`config.mk`:
```
export PLATFORM = sky130hd
export DESIGN_NAME = sdwit_core
export DESIGN_NICKNAME = d
export VERILOG_FILES = /design/src/logic/sdwit_bank_mem.v /design/src/logic/sdwit_core.v
export VERILOG_INCLUDE_DIRS = /design/src /design/src/logic
export SDC_FILE = /design/constraint.sdc
export NUM_CORES = 1
export LEC_CHECK = 0
export ABC_CLOCK_PERIOD_IN_PS = 11380
export BUFFER_PORTS_ARGS = -buffer_cell sky130_fd_sc_hd__buf_2
export CAP_MARGIN = 20
export CORE_MARGIN = 2
export CORE_UTILIZATION = 30
export CTS_BUF_LIST = sky130_fd_sc_hd__clkbuf_8
export CTS_CLUSTER_SIZE = 24
export DETAILED_ROUTE_END_ITERATION = 7
export PLACE_DENSITY = 0.57
export SLEW_MARGIN = 10
export SYNTH_ARGS = -nofsm -noshare
export SYNTH_HDL_FRONTEND = slang
export SYNTH_SLANG_ARGS = --single-unit
```
`constraint.sdc`:
```
create_clock -name clock -period 11.38 [get_ports clock]
set_input_delay 2.276 -clock clock [delete_from_list [all_inputs] [get_ports clock]]
set_output_delay 2.276 -clock clock [all_outputs]
set_load 0.01 [all_outputs]
```
`src/logic/sdwit_map.vh`:
```
`ifndef SDWIT_MAP_VH
`define SDWIT_MAP_VH
// Command encodings on {ras_n, cas_n, we_n} with chip selected
`define SDWIT_CMD_NOP      3'h7
`define SDWIT_CMD_ACTV     3'h3
`define SDWIT_CMD_READ     3'h5
`define SDWIT_CMD_WRITE    3'h4
`define SDWIT_CMD_DEAC     3'h2
`define SDWIT_CMD_AUTO_REFRESH_COMMAND     3'h1
`define SDWIT_CMD_MRS      3'h0
`define SDWIT_CMD_STOP     3'h6
// Mode word field positions
`define SDWIT_MODE_BL_LSB  0
`define SDWIT_MODE_BT_BIT  3
`define SDWIT_MODE_RL_LSB  4
`define SDWIT_MODE_WB1_BIT 9
// Reset values
`define SDWIT_RL_RESET     2'h3
`define SDWIT_BL_RESET     3'h2
// Auto-deactivate and all-bank address bit, and bank select bit
`define SDWIT_AP_BIT       10
`define SDWIT_BANK_BIT     11
`endif

```
`src/logic/sdwit_bank_mem.v`:
```
`timescale 1ns/1ps
`default_nettype none
// Flip-flop storage with byte-lane write masks
module sdwit_bank_mem #(
    parameter AW = 5,
    parameter DW = 16
) (
    // Clock
    input  wire          clock,
    // Write port
    input  wire          wr_en,
    input  wire [AW-1:0] wr_addr,
    input  wire [DW-1:0] wr_data,
    input  wire [1:0]    wr_mask,
    // Read port
    input  wire [AW-1:0] rd_addr,
    output reg  [DW-1:0] rd_data
);
    // Storage array, not reset: contents are undefined at power-up
    reg [DW-1:0] mem_reg [0:(1<<AW)-1];

    // Masked lanes keep their old contents
    always @(posedge clock) begin
        if (wr_en) begin
            if (!wr_mask[0]) begin
                mem_reg[wr_addr][DW/2-1:0] <= wr_data[DW/2-1:0];
            end
            if (!wr_mask[1]) begin
                mem_reg[wr_addr][DW-1:DW/2] <= wr_data[DW-1:DW/2];
            end
        end
        rd_data <= mem_reg[rd_addr];
    end
endmodule // sdwit_bank_mem
`default_nettype wire

```
`src/logic/sdwit_core.v`:
```
// Contract
// - Read ends write; keep previous word only
// - New write supersedes burst same edge
// - Deactivate ends write burst immediately
// - Stop drops current word, bank stays
// - First write word on command edge
// - Read data after programmed latency
`timescale 1ns/1ps
`default_nettype none
`include "sdwit_map.vh"
module sdwit_core #(
    parameter AW = 4,
    parameter DW = 16
) (
    // Clock and reset
    input  wire          clock,
    input  wire          rst,
    // Command port from controller pins
    input  wire          cs_n,
    input  wire          ras_n,
    input  wire          cas_n,
    input  wire          we_n,
    input  wire [11:0]   addr,
    input  wire [1:0]    dqm,
    // Data bus, three signals
    input  wire [DW-1:0] dq_in,
    output reg  [DW-1:0] dq_out,
    output reg           dq_oe_n,
    // State visible to the system
    output reg  [1:0]    bank_active,
    output reg           write_burst
);
    // Synchronised pin samples; whole command delayed two cycles together
    reg [17+DW:0] pin_s1_reg;
    reg [17+DW:0] pin_s2_reg;
    always @(posedge clock or posedge rst) begin
        if (rst) begin
            pin_s1_reg <= {(18+DW){1'b1}};
            pin_s2_reg <= {(18+DW){1'b1}};
        end else begin
            pin_s1_reg <= {cs_n, ras_n, cas_n, we_n, addr, dqm, dq_in};
            pin_s2_reg <= pin_s1_reg;
        end
    end
    wire          s_cs_n = pin_s2_reg[17+DW];
    wire [2:0]    s_cmd  = pin_s2_reg[16+DW:14+DW];
    wire [11:0]   s_addr = pin_s2_reg[13+DW:2+DW];
    wire [1:0]    s_dqm  = pin_s2_reg[1+DW:DW];
    wire [DW-1:0] s_dq   = pin_s2_reg[DW-1:0];
    wire [2:0]    cmd    = s_cs_n ? `SDWIT_CMD_NOP : s_cmd;
    wire          s_bank = s_addr[`SDWIT_BANK_BIT];

    // Burst length from the mode field
    function [3:0] bl_words;
        input [2:0] code;
        begin
            case (code)
                3'h0: bl_words = 4'h1;
                3'h1: bl_words = 4'h2;
                3'h2: bl_words = 4'h4;
                default: bl_words = 4'h8;
            endcase
        end
    endfunction

    // Column step: serial adds, interleave xors, within the burst window
    function [2:0] next_col;
        input [2:0] start;
        input [2:0] idx;
        input       ilv;
        input [3:0] len;
        reg   [2:0] wrap;
        begin
            wrap = len[2:0] - 3'h1;
            if (len == 4'h8) wrap = 3'h7;
            if (ilv) next_col = (start & ~wrap) | ((start ^ idx) & wrap);
            else next_col = (start & ~wrap) | ((start + idx) & wrap);
        end
    endfunction

    // Mode register contents
    reg [1:0] rl_reg;
    reg [2:0] bl_reg;
    reg       ilv_reg;
    reg       wb1_reg;
    // Write burst tracking
    reg [3:0] wr_left_reg;
    reg [2:0] wr_start_reg;
    reg [2:0] wr_idx_reg;
    reg       wr_bank_reg;
    reg       wr_ap_reg;
    // Read burst tracking
    reg [3:0] rd_left_reg;
    reg [2:0] rd_start_reg;
    reg [2:0] rd_idx_reg;
    reg       rd_bank_reg;
    // Read data valid pipeline, one stage per latency cycle
    reg [2:0] rd_pipe_reg;
    // Read data delay taps, kept in step with the valid pipeline
    reg [DW-1:0] rd_dly1_reg;
    reg [DW-1:0] rd_dly2_reg;

    // Write and read ports into storage
    reg          mem_we;
    reg [AW-1:0] mem_waddr;
    reg [AW-1:0] mem_raddr;
    wire [DW-1:0] mem_rdata;

    wire [3:0] burst_len = bl_words(bl_reg);
    wire [3:0] wlen      = wb1_reg ? 4'h1 : burst_len;
    wire       new_write = (cmd == `SDWIT_CMD_WRITE);
    wire       new_read  = (cmd == `SDWIT_CMD_READ);
    wire       rd_go     = rd_left_reg != 4'h0;

    // Storage write decode: new command word or continuing burst word
    always @* begin
        mem_we    = 1'b0;
        mem_waddr = {AW{1'b0}};
        mem_raddr = {AW{1'b0}};
        if (new_write && bank_active[s_bank]) begin
            mem_we          = 1'b1;
            mem_waddr[AW-1] = s_bank;
            mem_waddr[2:0]  = s_addr[2:0];
        end else if (write_burst && cmd == `SDWIT_CMD_NOP) begin
            mem_we          = 1'b1;
            mem_waddr[AW-1] = wr_bank_reg;
            mem_waddr[2:0]  =
                next_col(wr_start_reg, wr_idx_reg, ilv_reg, wlen);
        end
        // other commands write nothing this edge
        // Bank bit on top, column low; set bit by bit so any AW of 4 or more fits
        mem_raddr[AW-1] = rd_bank_reg;
        mem_raddr[2:0]  =
            next_col(rd_start_reg, rd_idx_reg, ilv_reg, burst_len);
    end

    sdwit_bank_mem #(.AW(AW), .DW(DW)) u_mem (
        .clock   (clock),
        .wr_en   (mem_we),
        .wr_addr (mem_waddr),
        .wr_data (s_dq),
        .wr_mask (s_dqm),
        .rd_addr (mem_raddr),
        .rd_data (mem_rdata)
    );

    // Command sequencing and burst bookkeeping
    always @(posedge clock or posedge rst) begin
        if (rst) begin
            rl_reg       <= `SDWIT_RL_RESET;
            bl_reg       <= `SDWIT_BL_RESET;
            ilv_reg      <= 1'b0;
            wb1_reg      <= 1'b0;
            bank_active  <= 2'h0;
            write_burst  <= 1'b0;
            wr_left_reg  <= 4'h0;
            wr_start_reg <= 3'h0;
            wr_idx_reg   <= 3'h0;
            wr_bank_reg  <= 1'b0;
            wr_ap_reg    <= 1'b0;
            rd_left_reg  <= 4'h0;
            rd_start_reg <= 3'h0;
            rd_idx_reg   <= 3'h0;
            rd_bank_reg  <= 1'b0;
        end else begin
            // Burst word counters advance every edge while their burst runs
            if (write_burst) begin
                wr_idx_reg  <= wr_idx_reg + 3'h1;
                wr_left_reg <= wr_left_reg - 4'h1;
                if (wr_left_reg == 4'h1) begin
                    write_burst <= 1'b0;
                    if (wr_ap_reg) bank_active[wr_bank_reg] <= 1'b0;
                end
            end
            if (rd_go) begin
                rd_idx_reg  <= rd_idx_reg + 3'h1;
                rd_left_reg <= rd_left_reg - 4'h1;
            end
            case (cmd)
                `SDWIT_CMD_ACTV: begin
                    bank_active[s_bank] <= 1'b1;
                end
                `SDWIT_CMD_WRITE: begin
                    // Write to an idle bank changes no state here, but its edge still loses a running burst word and a read word
                    if (bank_active[s_bank]) begin
                        write_burst  <= wlen != 4'h1;
                        wr_left_reg  <= wlen - 4'h1;
                        wr_start_reg <= s_addr[2:0];
                        wr_idx_reg   <= 3'h1;
                        wr_bank_reg  <= s_bank;
                        wr_ap_reg    <= s_addr[`SDWIT_AP_BIT];
                        rd_left_reg  <= 4'h0;
                        if (wlen == 4'h1 && s_addr[`SDWIT_AP_BIT])
                            bank_active[s_bank] <= 1'b0;
                    end
                end
                `SDWIT_CMD_READ: begin
                    write_burst  <= 1'b0;
                    rd_left_reg  <= burst_len;
                    rd_start_reg <= s_addr[2:0];
                    rd_idx_reg   <= 3'h0;
                    rd_bank_reg  <= s_bank;
                end
                `SDWIT_CMD_DEAC: begin
                    write_burst <= 1'b0;
                    rd_left_reg <= 4'h0;
                    if (s_addr[`SDWIT_AP_BIT]) bank_active <= 2'h0;
                    else bank_active[s_bank] <= 1'b0;
                end
                `SDWIT_CMD_STOP: begin
                    write_burst <= 1'b0;
                    rd_left_reg <= 4'h0;
                end
                `SDWIT_CMD_MRS: begin
                    // Only legal words with both banks idle are taken
                    if (bank_active == 2'h0 && s_addr[8:7] == 2'h0 &&
                        s_addr[6:4] != 3'h0 && s_addr[6:4] < 3'h4 &&
                        s_addr[2:0] < 3'h4) begin
                        bl_reg  <= s_addr[2:0];
                        ilv_reg <= s_addr[`SDWIT_MODE_BT_BIT];
                        rl_reg  <= s_addr[5:4];
                        wb1_reg <= s_addr[`SDWIT_MODE_WB1_BIT];
                    end
                end
                default: begin
                    // Refresh and no-op change no burst state
                end
            endcase
        end
    end

    always @(posedge clock or posedge rst) begin
        if (rst) begin
            rd_pipe_reg <= 3'h0;
            rd_dly1_reg <= {DW{1'b0}};
            rd_dly2_reg <= {DW{1'b0}};
            dq_out      <= {DW{1'b0}};
            dq_oe_n     <= 1'b1;
        end else begin
            rd_pipe_reg <= {rd_pipe_reg[1:0], rd_go && !new_write};
            rd_dly1_reg <= mem_rdata;
            rd_dly2_reg <= rd_dly1_reg;
            // Data must take the same tap as the enable, or words slip
            case (rl_reg)
                2'h1: dq_out <= mem_rdata;
                2'h2: dq_out <= rd_dly1_reg;
                default: dq_out <= rd_dly2_reg;
            endcase
            // Storage read adds one cycle, so latency one taps stage zero
            dq_oe_n     <= !rd_pipe_reg[rl_reg - 2'h1];
        end
    end
endmodule // sdwit_core
`default_nettype wire

```
== Word-level counts from Yosys, hierarchy flattened ==
Memory sizes are Yosys's and may differ from the RTL's. A register that Yosys moved wholly into a read port is not among the register bits.
Index checks and enable logic that the tools add are counted.

* Equality and inequality tests: 15
* Reductions and logical operators: 23
* Order comparisons: 7
* Bitwise gates (word level): 19
* Add/subtract/negate cells: 10
* Mux-type cells: 50

{| class="wikitable"
|+ Operators with widths
! kind !! count
|-
| $mux 3 || 12
|-
| $mux 4 || 8
|-
| $pmux 16 s2 || 1
|-
| $pmux 4 s3 || 2
|-
| $and 3x3->3 || 6
|-
| $mux 1 || 16
|-
| $eq 3x3->1 const B || 4
|-
| $mux 2 || 6
|-
| $or 3x3->3 || 4
|-
| $sub 4x1->4 const B || 3
|-
| $logic_and 1x1->1 || 10
|-
| $eq 3x2->1 const B || 3
|-
| $eq 4x1->1 const B || 2
|-
| $eq 4x4->1 const B || 2
|-
| $add 3x1->3 const B || 2
|-
| $add 3x3->3 || 2
|-
| $logic_not 3->1 || 2
|-
| $lt 3x3->1 const B || 2
|-
| $not 3->3 || 2
|-
| $pmux 2 s3 || 1
|-
| $sub 3x1->3 const B || 2
|-
| $xor 3x3->3 || 2
|-
| $and 2x2->2 || 2
|-
| $logic_not 2->1 || 2
|-
| other kinds (20) || 26
|}

* Bits in registers: 153
* Bits of input ports: 36
* Bits in writable memories: 256
* Memories: 1

{| class="wikitable"
|+ Memory list
! memory !! depth !! width !! read ports !! clocked after Yosys merged registers in !! wr ports !! line !! text
|-
| u_mem.mem_reg || 16 || 16 || 1 || 1 || 1 || sdwit_bank_mem.v:20 || <nowiki>reg [DW-1:0] mem_reg [0:(1<<AW)-1];</nowiki>
|}

== Logic depth before layout (Yosys ltp) ==
* Depth in word-level cells: 13
* Depth in mapped cells: 12
* Gate-level depth less buffers: 9

== Cells and area by module ==
Synthesis repeated with hierarchy kept, for this count alone.

* Cells, all modules: 846
* Area total of the unflattened synthesis: 15568.7 um^2

{| class="wikitable"
|+ By module, submodules not included
! module !! instances !! area each (um^2) !! cells each !! sequential area each (um^2)
|-
| sdwit_bank_mem || 1 || 10154.7 || 461 || 8007.7
|-
| sdwit_core || 1 || 5413.9 || 385 || 3918.8
|}

== Worst setup path after synthesis ==
Ideal clock, no wire load.

* Kind: register -> register
* Start point: register bl_reg[2]
* End point: memory u_mem.mem_reg[2][0], enable pin
* Path buffers: 0
* Data required time: 10997 ps
* Clock period less this slack: 3138 ps
* Data arrival time: 2754 ps
* Cell stages (with the launch flop): 10
* Slack: 8242 ps
* Path through: dfrtp_1 nor3_2 nor2_1 inv_1 ha_1 o21bai_1 mux2i_1 nand2b_1 a211o_1 nor3_1

* Cells in the longest elaborated chain, start to end: 13

{| class="wikitable"
|+ Ends and longest elaborated chain
! item !! line !! text
|-
| start: declaration || sdwit_core.v:83 || <nowiki>reg [2:0] bl_reg;</nowiki>
|-
| start signal: assignment || sdwit_core.v:151 || <nowiki>bl_reg <= `SDWIT_BL_RESET;</nowiki>
|-
| start signal: assignment || sdwit_core.v:219 || <nowiki>bl_reg <= s_addr[2:0];</nowiki>
|-
| $eq 3x2->1 (tied with other cells) || sdwit_core.v:57 || <nowiki>case (code)</nowiki>
|-
| $pmux 4 s3 (*) || sdwit_core.v:57 ||
|-
| $mux 4 (*) || sdwit_core.v:110 || <nowiki>wire [3:0] wlen = wb1_reg ? 4'h1 : burst_len;</nowiki>
|-
| $sub 3x1->3 / $eq 4x4->1 (equally long branches) || sdwit_core.v:74, sdwit_core.v:75 ||
|-
| $mux 3 (*) || sdwit_core.v:75 || <nowiki>if (len == 4'h8) wrap = 3'h7;</nowiki>
|-
| $mux 3 (*) || sdwit_core.v:124 || <nowiki>end else if (write_burst && cmd == `SDWIT_CMD_NOP) begin</nowiki>
|-
| $mux 3 (*) || sdwit_core.v:120 || <nowiki>if (new_write && bank_active[s_bank]) begin</nowiki>
|-
| $not 3->3 || sdwit_core.v:76, sdwit_core.v:77 ||
|-
| $and 3x3->3 || sdwit_core.v:76, sdwit_core.v:77 ||
|-
| $or 3x3->3 (on tied branches) || sdwit_core.v:77, sdwit_core.v:76 ||
|-
| $mux 3 (*) || sdwit_core.v:76 || <nowiki>if (ilv) next_col = (start & ~wrap) | ((start ^ idx) & wrap);</nowiki>
|-
| $mux 4 (*) || sdwit_core.v:124 ||
|-
| $mux 4 (*) || sdwit_core.v:120 ||
|-
| end: declaration || sdwit_bank_mem.v:20 ||
|}

Mark *: on every way between the ends. The rest lies on a longest branch, timed or not. The select of a mux whose other input is x is not followed.

== Worst setup path after layout ==
* Start point: register bl_reg[2]
* End point: memory u_mem.mem_reg[11][2], enable pin

The elaborated chain is that of the path after synthesis.

==> metrics.yaml <==
run_status:
  status: "finished, final reports clean"
worst_setup_path:
  crit_required_ps: 11570
  slowest_delay_ps: 850
  critPathTopFamily: "simple AND/OR/NAND/NOR gates"
  startpoint_type: "flop"
  slowest_stage: "nor2_1"
  path_buf_inv: 1
  critPathKind: "reg2reg"
  crit_chain: "nor3_2, nor2_1, inv_1, ha_1, o21bai_1, mux2i_1, nand2b_1, a211o_1, nor2_1"
  crit_top_cell: "nor2_1"
  path_depth: 9
  rr_worst_depth: 9
  reg2reg_slack_ps: 7420
  cp-end-kind: "flop"
  crit_fanout: 8
  cp_data_arrival_time_ps: 4150
floorplanning:
  dieArea_um2: 54860
  initial_core_util_pct: 30.32
  io_pins: 56
  fp.dieW_um: 234.2
  coreArea_um2: 52450
  num_rows: 84
  die_h_um: 234.2
cts:
  clk_path_buf_depth: 3
  cts_setup_buffers: 0
  numClockSinks: 425
  cts_tree: "built"
  hold_buffers: 0
  cts_resized: 0
  cts_buffers: 69
  clk_pin_slew_ps: 60
  cts_max_level: 3
  insertion_delay_ps: 600
  cts_root_buf: "clkbuf_8"
pwr:
  ir_drop_mv: 0.07621
  power_frac_clock_pct: 34.6
  pwr-share-seq_pct: 50.2
  powerDensity_nw_per_um2: 210.7
  internal_power_mw: 2.789
  p_sw_share_pct: 27.93
  power_frac_comb_pct: 15.2
  p_leak_nw: 6.804
  switchingPower_mw: 1.081
sta:
  setup-tns-final_ps: 0
  hold_violations: 0
  finalCritPeriodShare_pct: 34.81
  final.min_clock_period_ps: 3961
  setup_violations: 0
  worst_slew_margin_rel_pct: 30.52
  clock.fmax_ghz: 0.2524
  tightest_slew_ps: 1038
  rsz0062_at_grt: "no"
  finalMaxSlewViolations: 0
  finClkSkew_ps: 24.13
drt:
  first_pass_iters: 5
  drc: 0
  vias_per_cell: 4.762
  drt.antenna.violating_nets: 0
  wl_per_cell_um: 18.09
  num_vias: 9314
  drt-initial-drc-count: 726
  wirelength_um: 35390
grt:
  grt_pass1_vias: 9175
  grt_overflow: 0
  grt_max_degree: 91
  grt_pass1_wl_um: 55300
  grt_usage_pct: 13.22
  grt_antenna_before_repair: 5
run:
  maxCapViolations: 0
yosys:
  netlist_area_um2: 15900
  synth_seq_cells: 425
  async_flop_share_pct: 36.00
  syn_area_per_cell_um2: 14.10
  synth_edf_count: 256
  ys_types: 56
  synth_nets: 1179
  synthCells: 1128
  ys.flop_type: "edfxtp_1"
  ys_warn_count: 0
  synth-seq-area-share_pct: 75.01
cells_and_area:
  largest_reg_flops: 256
  fillers: 5027
  areaGrowthSynthToFinish_pct: 15.53
  fin_area_um2: 18370
  drive_above_1_share_pct: 20.85
  nNetsFinal: 1261
hold_path:
  hold_depth: 0
  hp-class: "reg2reg"
place:
  port_buffers: 55
  dpl.hpwl_um: 21920
  gp_congestion: 0.7634
  placed_area_um2: 16930
-- routing by layer --
metal	track usage (%)	routed length (µm)
met2	19.47	15790
met3	3.295	2618
met1	18.84	16160
met4	4.747	757
met5	0	57
-- area by class of cell --
| class | instances | area [µm²] | share of cell area, % |
|---|---|---|---|
| clock buffer | 82 | 1129 | 6.144 |
| sequential | 425 | 11930 | 64.93 |
| antenna | 2 | 5.005 | 0.02725 |
| timing repair buffer | 69 | 381.6 | 2.078 |
| clock inverter | 45 | 296.5 | 1.614 |
| tap | 688 | 860.8 | 4.686 |
| inverter | 17 | 68.82 | 0.3746 |
| multi-input combinational | 628 | 3701 | 20.15 |
-- metrics by stage --
stage	instances	hold WS (ps)	utilization, %	setup WS, ps	power (mW)
floorplan	1128	331.9	-	5102	2.346
global placement	1820	345.7	32.15	7161	2.546
detailed placement	1826	346.8	32.28	7440	2.567
CTS	1953	349.4	34.99	7433	3.918
global route	1955	350.0	35.02	7189	4.084
finish	1956	350.1	35.02	7419	3.870
-- placed cells by master (no fill, tap or decap), drive strengths merged, types with 3 or more instances in the layout --
cell	netlist	routed
a22oi	16	16
a31oi	4	4
edfxtp	256	256
nand2	215	215
buf	23	69
nor3	12	12
clkinv	0	17
nor2	46	46
or3	4	4
nor2b	3	3
and2	3	3
a21o	32	32
dfrtp	81	81
mux2	10	10
inv	17	38
nand3	34	34
a311o	31	31
ha	13	13
a32oi	33	33
o21ai	37	37
o211ai	3	3
mux2i	9	9
nand2b	11	11
o32ai	3	3
xnor2	8	8
bufinv	0	4
dfxtp	16	16
xor2	4	4
dfstp	72	72
clkinvlp	0	3
a21oi	71	71
clkbuf	35	82
nor4	4	4
-- synthesized netlist by cell type, types with 2 or more instances --
library cell,instances,area [µm²]
a21o_1,32,240.2
a21oi_1,69,345.3
a21oi_2,2,17.52
a22oi_1,16,120.1
a311o_1,31,310.3
a31oi_1,4,25.02
a32oi_1,32,280.3
and2_1,3,18.77
buf_1,7,26.28
buf_2,14,70.07
clkbuf_1,35,131.4
dfrtp_1,81,2027
dfstp_2,72,1892
dfxtp_1,16,320.3
edfxtp_1,256,7687
fa_1,2,40.04
ha_1,13,162.7
inv_1,17,63.81
mux2_2,10,112.6
mux2i_1,8,80.08
nand2_1,215,807.0
nand2b_1,11,68.82
nand3_1,34,170.2
nand3b_1,2,15.01
nor2_1,46,172.7
nor2b_1,3,18.77
nor3_1,11,55.05
nor4_1,4,25.02
o211ai_1,3,22.52
o21ai_0,35,175.2
o21ai_1,2,10.01
o31a_1,2,17.52
o32ai_1,3,26.28
or2_2,2,12.51
or3_1,4,25.02
xnor2_1,8,70.07
xor2_1,4,35.03
-- cell families after synthesis --
kind of cell | after synthesis | synth area share, %
compound gates | 239 | 10.46
fa+ha+maj | 15 | 1.275
flops | 425 | 75.01
mux | 19 | 1.354
buf+inv | 75 | 1.952
simple gates | 343 | 9.293
xor+xnor | 12 | 0.6610
-- power by group through the flow --
stage               logic [mW]  registers [mW]  clock network, mW
finish                   0.589            1.94               1.34
floorplan                0.411            1.94                  0
global placement         0.577            1.97                  0
global route             0.666            1.96               1.45
detailed placement       0.593            1.97                  0
CTS                      0.596            1.94               1.38
-- worst paths after layout --
path	startpoint	endpoint
worst max-delay path	bl_reg[2]	u_mem.mem_reg[11][2]
worst min-delay path	pin_s1_reg[17]	pin_s2_reg[17]
worst max register to register	bl_reg[2]	u_mem.mem_reg[11][2]
worst min register to register	pin_s1_reg[17]	pin_s2_reg[17]
max in group asynchronous	rst	next_col.idx[2]
min in group asynchronous	rst	wb1_reg
Power figures use the tool's default switching activity.
